===== src/hdl/fea_defs.svh =====
// Register offsets, field positions, reset values and timing counts of the fine edge block
`ifndef FEA_DEFS_SVH
`define FEA_DEFS_SVH

// Register word offsets on the plain register port
`define FEA_ADDR_W          8
`define FEA_OFS_CONFIG      8'h00
`define FEA_OFS_PRD_CTRL    8'h01
`define FEA_OFS_PRD_COARSE  8'h02
`define FEA_OFS_PRD_FINE    8'h03
`define FEA_OFS_COMPARE_A_COARSE_COARSE 8'h04
`define FEA_OFS_COMPARE_A_COARSE_FINE   8'h05
`define FEA_OFS_PHASE_FINE  8'h06
`define FEA_OFS_SCALE       8'h07
`define FEA_OFS_UNLOCK      8'h08
`define FEA_OFS_FORCE_SYNC  8'h09
`define FEA_OFS_INT_STATUS  8'h0A
`define FEA_OFS_INT_CLEAR   8'h0B
`define FEA_OFS_INT_ENABLE  8'h0C
`define FEA_OFS_CAL_STATUS  8'h0D

// Field positions
`define FEA_CFG_HR_ENABLE   0
`define FEA_CFG_AUTO_CONV   1
`define FEA_PCTL_FINE_PRD   0
`define FEA_PCTL_PHASE_LOAD 2
`define FEA_FINE_MSB        15
`define FEA_FINE_LSB        8
`define FEA_INT_PRD_START   0
`define FEA_INT_CAL_DONE    1
`define FEA_INT_CAL_ERROR   2
`define FEA_INT_PHASE_SYNC  3
`define FEA_INT_W           4

// Values
`define FEA_UNLOCK_KEY      16'hA5A5
`define FEA_SCALE_RST       8'h00
`define FEA_SCALE_MAX       9'h0FF
`define FEA_ROUND_HALF      16'h0080
`define FEA_PRD_RST         16'hFFFF

// Guard band at the head of every period and, with fine period on, at its tail, in system clock cycles
`define FEA_GUARD_CYC       16'h0003

`endif


===== src/hdl/fea_pkg.sv =====
// Types shared by the fine edge autoscale block
package fea_pkg;

  // Control bits gathered from the configuration registers
  typedef struct packed {
    logic hr_enable;
    logic auto_convert_enable;
    logic fine_period_enable;
    logic phase_load_enable;
  } fea_ctrl_s;

  // Micro-step delays handed to the edge positioner
  typedef struct packed {
    logic       active;
    logic [7:0] duty_steps;
    logic [7:0] period_steps;
    logic [7:0] phase_steps;
  } fea_fine_s;

  // Count-position states of the period
  typedef enum logic [2:0] {
    FEA_GUARD_HEAD = 3'b001,
    FEA_OPEN       = 3'b010,
    FEA_GUARD_TAIL = 3'b100
  } fea_zone_e;

endpackage


===== src/hdl/fea_scale_conv.sv =====
// Fraction to micro-step converter for one fine register
`timescale 1ns/10ps
`default_nettype none
`include "fea_defs.svh"

module fea_scale_conv
  import fea_pkg::*;
(
  input  wire logic        auto_convert_enable,
  input  wire logic [15:0] fine_value,
  input  wire logic [7:0]  scale,
  output logic      [7:0]  steps
);

  logic [15:0] product;

  // Scaled fraction with half-step rounding, or the raw count
  always_comb
  begin
    // Widen before the multiply so the full 16-bit product survives
    product = 16'(fine_value[`FEA_FINE_MSB:`FEA_FINE_LSB]) * 16'(scale) + `FEA_ROUND_HALF;
    if (auto_convert_enable)
    begin
      steps = product[15:8];
    end
    else
    begin
      steps = fine_value[`FEA_FINE_MSB:`FEA_FINE_LSB];
    end
  end

endmodule
`default_nettype wire


===== src/hdl/fea_top.sv =====
// Fine edge autoscale PWM block: registers, calibration capture, guard zones and fine edge delays
//
// The strobed register port and the placing of the registers were left to the implementer.
`timescale 1ns/10ps
`default_nettype none
`include "fea_defs.svh"

module fea_top
  import fea_pkg::*;
(
  input  wire logic                   clk_sys,
  input  wire logic                   reset_n,
  input  wire logic [`FEA_ADDR_W-1:0] reg_addr,
  input  wire logic [15:0]            reg_wdata,
  input  wire logic                   reg_wr,
  input  wire logic                   reg_rd,
  output logic      [15:0]            reg_rdata,
  input  wire logic                   cal_done,
  input  wire logic [8:0]             cal_steps,
  input  wire logic                   sync_in,
  input  wire logic                   compare_sync,
  output logic                        pwm_out,
  output fea_fine_s                   fine_out,
  output logic                        irq
);

  fea_ctrl_s                 ctrl_r;
  logic      [15:0]          period_coarse_r;
  logic      [15:0]          period_fine_r;
  logic      [15:0]          compare_a_coarse_r;
  logic      [15:0]          compare_a_fine_r;
  logic      [15:0]          phase_fine_r;
  logic      [7:0]           fine_step_scale_reg_r;
  logic                      unlock_r;
  logic      [8:0]           cal_last_r;
  logic                      cal_error_r;
  logic      [15:0]          cnt_r;
  logic      [`FEA_INT_W-1:0] int_status_r;
  logic      [`FEA_INT_W-1:0] int_enable_r;
  logic      [`FEA_INT_W-1:0] int_event;
  logic      [15:0]          reg_rdata_r;
  logic                      pwm_out_r;
  fea_fine_s                 fine_out_r;
  fea_zone_e                 zone;
  logic                      force_sync;
  logic                      phase_event;
  logic                      period_start;
  logic                      cal_ok;
  logic                      cal_bad;
  logic      [7:0]           duty_steps;
  logic      [7:0]           period_steps;
  logic      [7:0]           phase_steps;

  // Write decode helper, shared by the protected, unlock, clear and force-sync writes
  function automatic logic hit(input logic [`FEA_ADDR_W-1:0] ofs);
    hit = reg_wr && (reg_addr == ofs);
  endfunction

  // One converter module, instanced for compare, period and phase, keeps the arithmetic in one place
  fea_scale_conv u_conv_duty
  (
    .auto_convert_enable (ctrl_r.auto_convert_enable),
    .fine_value          (compare_a_fine_r),
    .scale               (fine_step_scale_reg_r),
    .steps               (duty_steps)
  );

  fea_scale_conv u_conv_period
  (
    .auto_convert_enable (ctrl_r.auto_convert_enable),
    .fine_value          (period_fine_r),
    .scale               (fine_step_scale_reg_r),
    .steps               (period_steps)
  );

  fea_scale_conv u_conv_phase
  (
    .auto_convert_enable (ctrl_r.auto_convert_enable),
    .fine_value          (phase_fine_r),
    .scale               (fine_step_scale_reg_r),
    .steps               (phase_steps)
  );

  // Event strobes
  assign force_sync   = hit(`FEA_OFS_FORCE_SYNC) && reg_wdata[0];
  assign phase_event  = ctrl_r.phase_load_enable && (sync_in || compare_sync || force_sync);
  assign period_start = (cnt_r == 16'h0000);
  assign cal_ok       = cal_done && (cal_steps != 9'h000) && (cal_steps <= `FEA_SCALE_MAX);
  assign cal_bad      = cal_done && (cal_steps > `FEA_SCALE_MAX);

  // Protected-write unlock: key opens, any other value closes
  always_ff @(posedge clk_sys or negedge reset_n)
  begin
    if (!reset_n)
    begin
      unlock_r <= 1'b0;
    end
    else if (hit(`FEA_OFS_UNLOCK))
    begin
      unlock_r <= (reg_wdata == `FEA_UNLOCK_KEY);
    end
  end

  // Protected configuration registers
  always_ff @(posedge clk_sys or negedge reset_n)
  begin
    if (!reset_n)
    begin
      ctrl_r <= '0;
    end
    else if (unlock_r)
    begin
      if (hit(`FEA_OFS_CONFIG))
      begin
        ctrl_r.hr_enable           <= reg_wdata[`FEA_CFG_HR_ENABLE];
        ctrl_r.auto_convert_enable <= reg_wdata[`FEA_CFG_AUTO_CONV];
      end
      else if (hit(`FEA_OFS_PRD_CTRL))
      begin
        ctrl_r.fine_period_enable  <= reg_wdata[`FEA_PCTL_FINE_PRD];
        ctrl_r.phase_load_enable   <= reg_wdata[`FEA_PCTL_PHASE_LOAD];
      end
    end
  end

  // Plain value registers
  always_ff @(posedge clk_sys or negedge reset_n)
  begin
    if (!reset_n)
    begin
      period_coarse_r    <= `FEA_PRD_RST;
      period_fine_r      <= 16'h0000;
      compare_a_coarse_r <= 16'h0000;
      compare_a_fine_r   <= 16'h0000;
      phase_fine_r       <= 16'h0000;
      int_enable_r       <= '0;
    end
    else if (reg_wr)
    begin
      if (reg_addr == `FEA_OFS_PRD_COARSE)
      begin
        period_coarse_r <= reg_wdata;
      end
      else if (reg_addr == `FEA_OFS_PRD_FINE)
      begin
        period_fine_r <= {reg_wdata[15:8], 8'h00};
      end
      else if (reg_addr == `FEA_OFS_COMPARE_A_COARSE_COARSE)
      begin
        compare_a_coarse_r <= reg_wdata;
      end
      else if (reg_addr == `FEA_OFS_COMPARE_A_COARSE_FINE)
      begin
        compare_a_fine_r <= {reg_wdata[15:8], 8'h00};
      end
      else if (reg_addr == `FEA_OFS_PHASE_FINE)
      begin
        phase_fine_r <= {reg_wdata[15:8], 8'h00};
      end
      else if (reg_addr == `FEA_OFS_INT_ENABLE)
      begin
        int_enable_r <= reg_wdata[`FEA_INT_W-1:0];
      end
    end
  end

  // Scale factor: a nonzero calibration result wins over a software write in the same cycle
  always_ff @(posedge clk_sys or negedge reset_n)
  begin
    if (!reset_n)
    begin
      fine_step_scale_reg_r <= `FEA_SCALE_RST;
    end
    else if (cal_ok)
    begin
      fine_step_scale_reg_r <= cal_steps[7:0];
    end
    else if (cal_bad)
    begin
      fine_step_scale_reg_r <= fine_step_scale_reg_r;
    end
    else if (unlock_r && hit(`FEA_OFS_SCALE) && (reg_wdata[7:0] != 8'h00))
    begin
      fine_step_scale_reg_r <= reg_wdata[7:0];
    end
  end

  // Last calibration measurement and its error flag
  always_ff @(posedge clk_sys or negedge reset_n)
  begin
    if (!reset_n)
    begin
      cal_last_r  <= 9'h000;
      cal_error_r <= 1'b0;
    end
    else if (cal_done)
    begin
      cal_last_r  <= cal_steps;
      cal_error_r <= cal_bad;
    end
  end

  // Coarse period counter, up count from zero to the period value
  always_ff @(posedge clk_sys or negedge reset_n)
  begin
    if (!reset_n)
    begin
      cnt_r <= 16'h0000;
    end
    else if (cnt_r >= period_coarse_r)
    begin
      cnt_r <= 16'h0000;
    end
    else
    begin
      cnt_r <= cnt_r + 16'h0001;
    end
  end

  // Zone of the count; period below 6 leaves no open zone with fine period on
  always_comb
  begin
    if (cnt_r < `FEA_GUARD_CYC)
    begin
      zone = FEA_GUARD_HEAD;
    end
    else if (ctrl_r.fine_period_enable && (32'(cnt_r) + 32'(`FEA_GUARD_CYC) > 32'(period_coarse_r)))
    begin
      zone = FEA_GUARD_TAIL;
    end
    else
    begin
      zone = FEA_OPEN;
    end
  end

  // Coarse PWM output, high while the count is below compare-A
  always_ff @(posedge clk_sys or negedge reset_n)
  begin
    if (!reset_n)
    begin
      pwm_out_r <= 1'b0;
    end
    else
    begin
      pwm_out_r <= (cnt_r < compare_a_coarse_r);
    end
  end

  // Fine edge delays; held at zero inside the guard zones
  always_ff @(posedge clk_sys or negedge reset_n)
  begin
    if (!reset_n)
    begin
      fine_out_r.active       <= 1'b0;
      fine_out_r.duty_steps   <= 8'h00;
      fine_out_r.period_steps <= 8'h00;
    end
    else
    begin
      case (zone)
        FEA_OPEN:
        begin
          fine_out_r.active       <= ctrl_r.hr_enable;
          fine_out_r.duty_steps   <= ctrl_r.hr_enable ? duty_steps : 8'h00;
          fine_out_r.period_steps <= (ctrl_r.hr_enable && ctrl_r.fine_period_enable) ? period_steps : 8'h00;
        end
        default:
        begin
          fine_out_r.active       <= 1'b0;
          fine_out_r.duty_steps   <= 8'h00;
          fine_out_r.period_steps <= 8'h00;
        end
      endcase
    end
  end

  // Fine phase only moves on a sync event, so channels align on the same edge
  always_ff @(posedge clk_sys or negedge reset_n)
  begin
    if (!reset_n)
    begin
      fine_out_r.phase_steps <= 8'h00;
    end
    else if (phase_event)
    begin
      fine_out_r.phase_steps <= phase_steps;
    end
  end

  // Sticky interrupt status; a new event beats a clear in the same cycle
  assign int_event = {phase_event, cal_bad, cal_ok, period_start};

  always_ff @(posedge clk_sys or negedge reset_n)
  begin
    if (!reset_n)
    begin
      int_status_r <= '0;
    end
    else if (hit(`FEA_OFS_INT_CLEAR))
    begin
      int_status_r <= (int_status_r & ~reg_wdata[`FEA_INT_W-1:0]) | int_event;
    end
    else
    begin
      int_status_r <= int_status_r | int_event;
    end
  end

  // Read data, valid the cycle after the strobe only
  always_ff @(posedge clk_sys or negedge reset_n)
  begin
    if (!reset_n)
    begin
      reg_rdata_r <= 16'h0000;
    end
    else if (!reg_rd)
    begin
      reg_rdata_r <= 16'h0000;
    end
    else if (reg_addr == `FEA_OFS_CONFIG)
    begin
      reg_rdata_r <= {14'h0000, ctrl_r.auto_convert_enable, ctrl_r.hr_enable};
    end
    else if (reg_addr == `FEA_OFS_PRD_CTRL)
    begin
      reg_rdata_r <= {13'h0000, ctrl_r.phase_load_enable, 1'b0, ctrl_r.fine_period_enable};
    end
    else if (reg_addr == `FEA_OFS_PRD_COARSE)
    begin
      reg_rdata_r <= period_coarse_r;
    end
    else if (reg_addr == `FEA_OFS_PRD_FINE)
    begin
      reg_rdata_r <= period_fine_r;
    end
    else if (reg_addr == `FEA_OFS_COMPARE_A_COARSE_COARSE)
    begin
      reg_rdata_r <= compare_a_coarse_r;
    end
    else if (reg_addr == `FEA_OFS_COMPARE_A_COARSE_FINE)
    begin
      reg_rdata_r <= compare_a_fine_r;
    end
    else if (reg_addr == `FEA_OFS_PHASE_FINE)
    begin
      reg_rdata_r <= phase_fine_r;
    end
    else if (reg_addr == `FEA_OFS_SCALE)
    begin
      reg_rdata_r <= {8'h00, fine_step_scale_reg_r};
    end
    else if (reg_addr == `FEA_OFS_UNLOCK)
    begin
      reg_rdata_r <= {15'h0000, unlock_r};
    end
    else if (reg_addr == `FEA_OFS_INT_STATUS)
    begin
      reg_rdata_r <= {12'h000, int_status_r};
    end
    else if (reg_addr == `FEA_OFS_INT_ENABLE)
    begin
      reg_rdata_r <= {12'h000, int_enable_r};
    end
    else if (reg_addr == `FEA_OFS_CAL_STATUS)
    begin
      reg_rdata_r <= {cal_error_r, 6'h00, cal_last_r};
    end
    else
    begin
      reg_rdata_r <= 16'h0000;
    end
  end

  // Outputs
  assign reg_rdata = reg_rdata_r;
  assign pwm_out   = pwm_out_r;
  assign fine_out  = fine_out_r;
  assign irq       = |(int_status_r & int_enable_r);

endmodule
`default_nettype wire


===== config.mk =====
export PLATFORM = sky130hd
export DESIGN_NAME = fea_top
export DESIGN_NICKNAME = d
export VERILOG_FILES = /design/src/hdl/fea_pkg.sv /design/src/hdl/fea_scale_conv.sv /design/src/hdl/fea_top.sv
export VERILOG_INCLUDE_DIRS = /design/src /design/src/hdl
export SDC_FILE = /design/constraint.sdc
export NUM_CORES = 1
export LEC_CHECK = 0
export BUFFER_PORTS_ARGS = -buffer_cell sky130_fd_sc_hd__buf_2
export CORE_MARGIN = 2
export CORE_UTILIZATION = 60
export CTS_BUF_LIST = sky130_fd_sc_hd__clkbuf_8
export DETAILED_ROUTE_END_ITERATION = 16
export GPL_TIMING_DRIVEN = 0
export PLACE_DENSITY_LB_ADDON = 0.15
export SYNTH_ARGS = -nofsm -noshare
export SYNTH_HDL_FRONTEND = slang
export SYNTH_SLANG_ARGS = --single-unit

===== constraint.sdc =====
create_clock -name clk_sys -period 14.8 [get_ports clk_sys]
set_clock_uncertainty 0.2 [all_clocks]
set_input_delay 1.48 -clock clk_sys [delete_from_list [all_inputs] [get_ports clk_sys]]
set_output_delay 1.48 -clock clk_sys [all_outputs]
set_load 0.02 [all_outputs]

==> flow_summary.yaml, run 1 <==
cts:
  clock-root-buffer: "clkbuf_8"
  cts_resized: 0
  clock_latency_ns: 0.47
  cts_max_path_buffers: 2
  cts.sinks: 145
  clkTransAtPathRegs_ns: 0.11
  post_cts.repair.setup_buffers: 0
  cts_hold_buf: 0
  cts_tree: "done"
  ctsHtreeMaxLevel: 4
  numCtsBuffers: 17
finish:
  layout-drive-gt1-share_pct: 13.16
  antenna_cells: 0
  ff_latch_area_mm2: 0.003649
  syn_to_final_growth_pct: 9.079
  finalNetCount: 1911
  final_core_util_pct: 65.97
  multiInputGateArea_mm2: 0.009331
  fillers: 1997
sta:
  fmax_ghz: 0.1657
  final.setup.tns_ns: 0
  max_slew_margin_pct: 24.82
  setup_viol: 0
  slew_violations: 0
  final_hold_viol_count: 0
  grt_setup_unrepaired: "false"
  period_needed_ns: 6.033
  finalCritPeriodShare_pct: 40.77
  worst_pin_slew_ns: 1.121
hold_path:
  hold_path.class: "flip-flop to flip-flop"
die:
  boundaryPins: 83
  die_y_um: 157.1
  rows: 56
  start_util_pct: 60.48
  fp.dieArea_mm2: 0.02469
  die_x_um: 157.1
  core_mm2: 0.02326
yosys:
  synth_nets: 1810
  synth_area_leader_cell: "dfrtp_1"
  synth_common_cells: "200 x inv_1, 161 x ha_1, 161 x nand2_1, 129 x dfrtp_1, 116 x and2_1"
  synth_cell_types: 74
  synth_ff_type: "dfrtp_1"
  synthTopCellsByArea: "dfrtp_1 23%, fa_1 15%, ha_1 14%, inv_1 5.3%, and2_1 5.2%"
  synthCells: 1504
  syn_area_per_cell_um2: 9.355
  ys_warn_count: 0
  synth.most_common_cell: "inv_1"
  ys_seq_area_share_pct: 25.93
  yosysTopAreaCellShare_pct: 22.94
  synthArstFlopShare_pct: 100.0
  synth.ff_latch_count: 145
  syn_area_mm2: 0.01407
  synth_edf_count: 0
job:
  cap_violations: 0
power_and_ir_drop:
  peakVddDrop_uv: 65.61
  power_leakage_nw: 7.943
  power_per_cell_area_mw_per_mm2: 88.55
global_route:
  grt_pass1_wl_um: 61770
  grt_max_degree: 77
  antenna_found_initial: 1
  grt.total_usage_pct: 32.88
  grt_pass1_vias: 11420
  grt_overflow_total: 0
routing:
  wl_um: 38470
  drtIter0Drc: 1037
  via_count: 11520
  viasPerCell: 5.948
  dr.pass1.iters: 7
  ant_nets: 0
  drc: 0
  routedWlPerCell_um: 19.86
placement:
  port_buffers: 81
  routabilityCongestion: 0.9890
  hpwlAfterDp_um: 29580
setup_path:
  path_class: "flip-flop to flip-flop"
  worst-path-max-fanout: 10
  crit_chain: "clkbuf_1, nand2_1, fa_1, fa_1, inv_1, fa_1, inv_1, fa_1, inv_1, ha_1, and4b_1, a221oi_1, a21oi_1, nand3_1, a21boi_0, or3_1, a21oi_1"
  crit_top_cell: "fa_1"
  critPathSlowestCell: "clkbuf_1"
  cp.arrival_ns: 6.23
  startpoint_type: "flip-flop"
  cp.required_ns: 14.99
  end_kind: "flip-flop"
  slowest_delay_ns: 0.69
run_status:
  status: "completed"
-- cell families (layout without fill, tap and decap cells) --
group           Yosys count  in the layout  synth area share [%]
buf+inv                 280            394                 7.746
flops                   145            145                 25.93
compound gates          228            228                 10.24
mux                      87             87                 7.274
xor+xnor                 46             46                 2.864
fa+ha+maj               266            266                 29.26
simple gates            452            452                 16.69
-- metal layers --
metal	GRT usage [%]	part of all wire, %	vias up	wire, µm
li1	-	-	5208	-
met1	46.80	43	5636	16600
met2	50.17	44	564	17090
met3	6.002	8.7	114	3364
met4	12.77	3.7	0	1419
met5	0	0	-	0
-- final timing paths --
| check | from | endpoint | slack, ns | depth (start not counted) |
|---|---|---|---|---|
| max reg2reg | fine_step_scale_reg_r[4] | fine_out[21] | 8.77 | 17 |
| max in group asynchronous | reset_n | period_coarse_r[0] | 12.67 | 2 |
| min reg2reg | fine_out[0] | fine_out[0] | 0.29 | 2 |
| min | fine_out[0] | fine_out[0] | 0.29 | 2 |
| min in group asynchronous | reset_n | fine_out[18] | 0.83 | 1 |
| max | fine_step_scale_reg_r[4] | fine_out[21] | 8.77 | 17 |
-- registers in the layout, summed over array words and instances, names as in the netlist --
signal                 flops
reg_rdata                 16
phase_fine_r               8
int_status_r               4
unlock_r                   1
pwm_out                    1
cal_error_r                1
cal_last_r                 9
period_fine_r              8
compare_a_coarse_r        16
period_coarse_r           16
fine_out                  25
compare_a_fine_r           8
fine_step_scale_reg_r      8
int_enable_r               4
ctrl_r                     4
cnt_r                     16
-- metrics by stage --
stage	hold WS (ns)	setup slack, ns	power [mW]	area, µm²	cells
after floorplan	0.2662	9.791	0.8314	14070	1504
after CTS	0.2920	8.734	1.356	15350	1937
after global placement	0.2607	8.842	0.9728	14870	1904
final	0.2896	8.767	1.359	15350	1937
after detailed placement	0.2698	8.756	0.9921	14910	1905
after global routing	0.3223	8.363	1.458	15350	1937
-- cell usage in the layout (no fill, tap or decap), types with 8 or more instances in the layout --
master and n:
nor3_1 11, o21ai_0 50, and3_1 15, ha_1 161, nor2b_1 12, dfstp_2 16, xor2_1 18, mux2_1 10
clkbuf_8 17, buf_2 90, mux2i_1 19, dfrtp_1 129, nand4_1 11, a31oi_1 8, a21oi_1 71, a21o_1 27
mux2_4 18, nor2_1 45, nand3_1 29, a211oi_1 9, inv_1 201, clkbuf_1 64, and2_1 116, a22oi_1 13
fa_1 105, nor4_1 10, nand2_1 161, xnor2_1 28, mux2_2 40
-- where the power goes --
part / internal (mW) / switching, mW / leakage [nW] / total, mW
Clock: 0.186 / 0.178 / 0.224 / 0.364
Combinational: 0.216 / 0.331 / 5.83 / 0.547
Sequential: 0.418 / 0.0297 / 1.89 / 0.447
-- worst max-delay path, delay by kind of cell, from the launching register on --
| kind | cells | cell delay, ns |
|---|---|---|
| adders and majority gates | 5 | 2.35 |
| and+or+nand+nor | 4 | 0.85 |
| AOI/OAI and AO/OA | 4 | 1.07 |
| buffers and inverters | 4 | 0.83 |
| DFF | 1 | 0.64 |
-- cell type report --
type	instances	share of cell area, %
plain buffers	80	2.209
clock buffers	17	1.525
clock inverters	15	1.337
inverters	200	4.892
multi-input cells	1079	60.80
flip-flops and latches	145	23.77
well taps	319	2.601
repair buffers	82	2.862
(Power assumes the default switching activity.)
==> inputs of run 2 (changes only) <==
Settings changed: CORE_UTILIZATION 60 to 58.
Clock period 14.8 ns to 5.29 ns, I/O delays scaled along.
==> flow_summary.yaml, run 2 (synthesized netlist as in run 1, its figures left out) <==
routing:
  viasPerCell: 5.862
  ant_nets: 0
  wl_um: 38700
  dr.pass1.iters: 6
  via_count: 11400
  routedWlPerCell_um: 19.90
  drtIter0Drc: 950
  drc: 0
die:
  boundaryPins: 83
  die_y_um: 159.8
  rows: 56
  start_util_pct: 59.59
  fp.dieArea_mm2: 0.02552
  die_x_um: 159.8
  core_mm2: 0.02361
global_route:
  grt.total_usage_pct: 31.30
  grt_overflow_total: 0
  antenna_found_initial: 0
  grt_pass1_wl_um: 62200
  grt_max_degree: 85
  grt_pass1_vias: 11250
finish:
  layout_common_cells: "201 x inv_1, 161 x nand2_1, 161 x ha_1, 116 x and2_1, 116 x dfrtp_1"
  syn_to_final_growth_pct: 11.08
  layout-drive-gt1-share_pct: 16.73
  antenna_cells: 0
  finalNetCount: 1919
  final_common_cell: "inv_1"
  largest_reg_flops: 25
  final_core_util_pct: 66.19
job:
  cap_violations: 0
power_and_ir_drop:
  power_leakage_nw: 8.102
  peakVddDrop_uv: 178.1
  p_total_mw: 3.876
  power_per_cell_area_mw_per_mm2: 248.0
sta:
  period_needed_ns: 5.197
  slew_violations: 0
  fmax_ghz: 0.1924
  final.setup.tns_ns: 0
  final_hold_viol_count: 0
  worst_pin_slew_ns: 1.314
  grt_setup_unrepaired: "true"
  finalCritPeriodShare_pct: 98.25
  fin_ws_ns: 0.09256
  setup_viol: 0
  max_slew_margin_pct: 11.87
setup_path:
  cp.arrival_ns: 5.29
  path_class: "flip-flop to flip-flop"
  startpoint_type: "flip-flop"
  cp.required_ns: 5.38
  worst-path-max-fanout: 4
  end_kind: "flip-flop"
cts:
  clock_latency_ns: 0.46
  ctsHtreeMaxLevel: 4
  cts.sinks: 145
  clock-root-buffer: "clkbuf_8"
  clkTransAtPathRegs_ns: 0.09
  cts_max_path_buffers: 2
  numCtsBuffers: 17
  cts_tree: "done"
placement:
  routabilityCongestion: 0.9695
  port_buffers: 81
  hpwlAfterDp_um: 29450
  place_ws_ns: -0.8021
run_status:
  status: "completed"
hold_path:
  hold_path.class: "input pin to flip-flop"
-- run 2: changes by cell type in the layout (fill, tap and decap cells not counted), sizes merged --
cell and delta:
bufinv -1, dlygate4sd3 +1, clkinv -2, clkinvlp +1
clkbuf -25, buf +32, inv +2
-- run 2: worst paths after layout --
check	from	endpoint	slack, ns	cells past startpoint
worst min register to register	fine_out[1]	fine_out[1]	0.28	2
worst max register to register	fine_step_scale_reg_r[5]	fine_out[15]	0.09	17
worst min-delay path	cal_steps[4]	cal_last_r[4]	0.14	2
min in group asynchronous	reset_n	fine_out[24]	0.43	2
max in group asynchronous	reset_n	period_coarse_r[2]	3.62	3
worst max-delay path	fine_step_scale_reg_r[5]	fine_out[15]	0.09	17
-- run 2: layout make-up --
| class | count | area (µm²) |
|---|---|---|
| Fill cell | 2008 | 7984 |
| Inverter | 200 | 750.7 |
| Timing Repair Buffer | 107 | 645.6 |
| Clock buffer | 17 | 234.0 |
| Sequential cell | 145 | 3665 |
| Buffer | 63 | 351.6 |
| Clock inverter | 15 | 200.2 |
| Multi-Input combinational cell | 1079 | 9383 |
| Tap cell | 319 | 399.1 |
-- run 2: per-layer routing --
metal	GRT usage, %	part of all wire, %
met3	5.818	7.9
met1	45.18	44
met4	9.298	2.7
met2	48.25	45
met5	0	0
-- run 2: critical path, stage by stage, from the launching register on --
cell	delay, ns
dfrtp_2	0.44
buf_8	0.12
nand2_1	0.07
fa_1	0.52
fa_1	0.52
inv_1	0.06
fa_1	0.53
inv_1	0.07
fa_1	0.56
inv_1	0.05
ha_1	0.31
nand4b_1	0.12
o22ai_2	0.09
o41a_1	0.46
a311o_1	0.34
a21oi_2	0.16
mux2i_1	0.25
o41ai_2	0.15
-- run 2: repair_timing --
| action | 4_1_cts | 5_1_grt |
|---|---|---|
| buffers inserted | 7 | 17 |
| resized for setup | 30 | 40 |
| hold buffers | 1 | 0 |
| endpoints found under the hold margin | 53 | 0 |
| pin swaps | 0 | 8 |
| setup endpoints to repair | 22 | 8 |
-- run 2: power by group --
| group | total [mW] | switching, mW | internal [mW] |
|---|---|---|---|
| Clock | 0.993 | 0.510 | 0.483 |
| Combinational | 1.63 | 0.951 | 0.675 |
| Sequential | 1.26 | 0.0861 | 1.17 |
| Total | 3.88 | 1.55 | 2.33 |
-- run 2: per-stage QoR --
stage,hold WS (ns),cell area [µm²],cells
2_1_floorplan,0.03341,14070,1504
3_3_place_gp,0.2594,14870,1904
3_5_place_dp,0.2654,14910,1905
4_1_cts,0.1205,15430,1936
5_1_grt,0.1222,15630,1945
6_report,0.1360,15630,1945
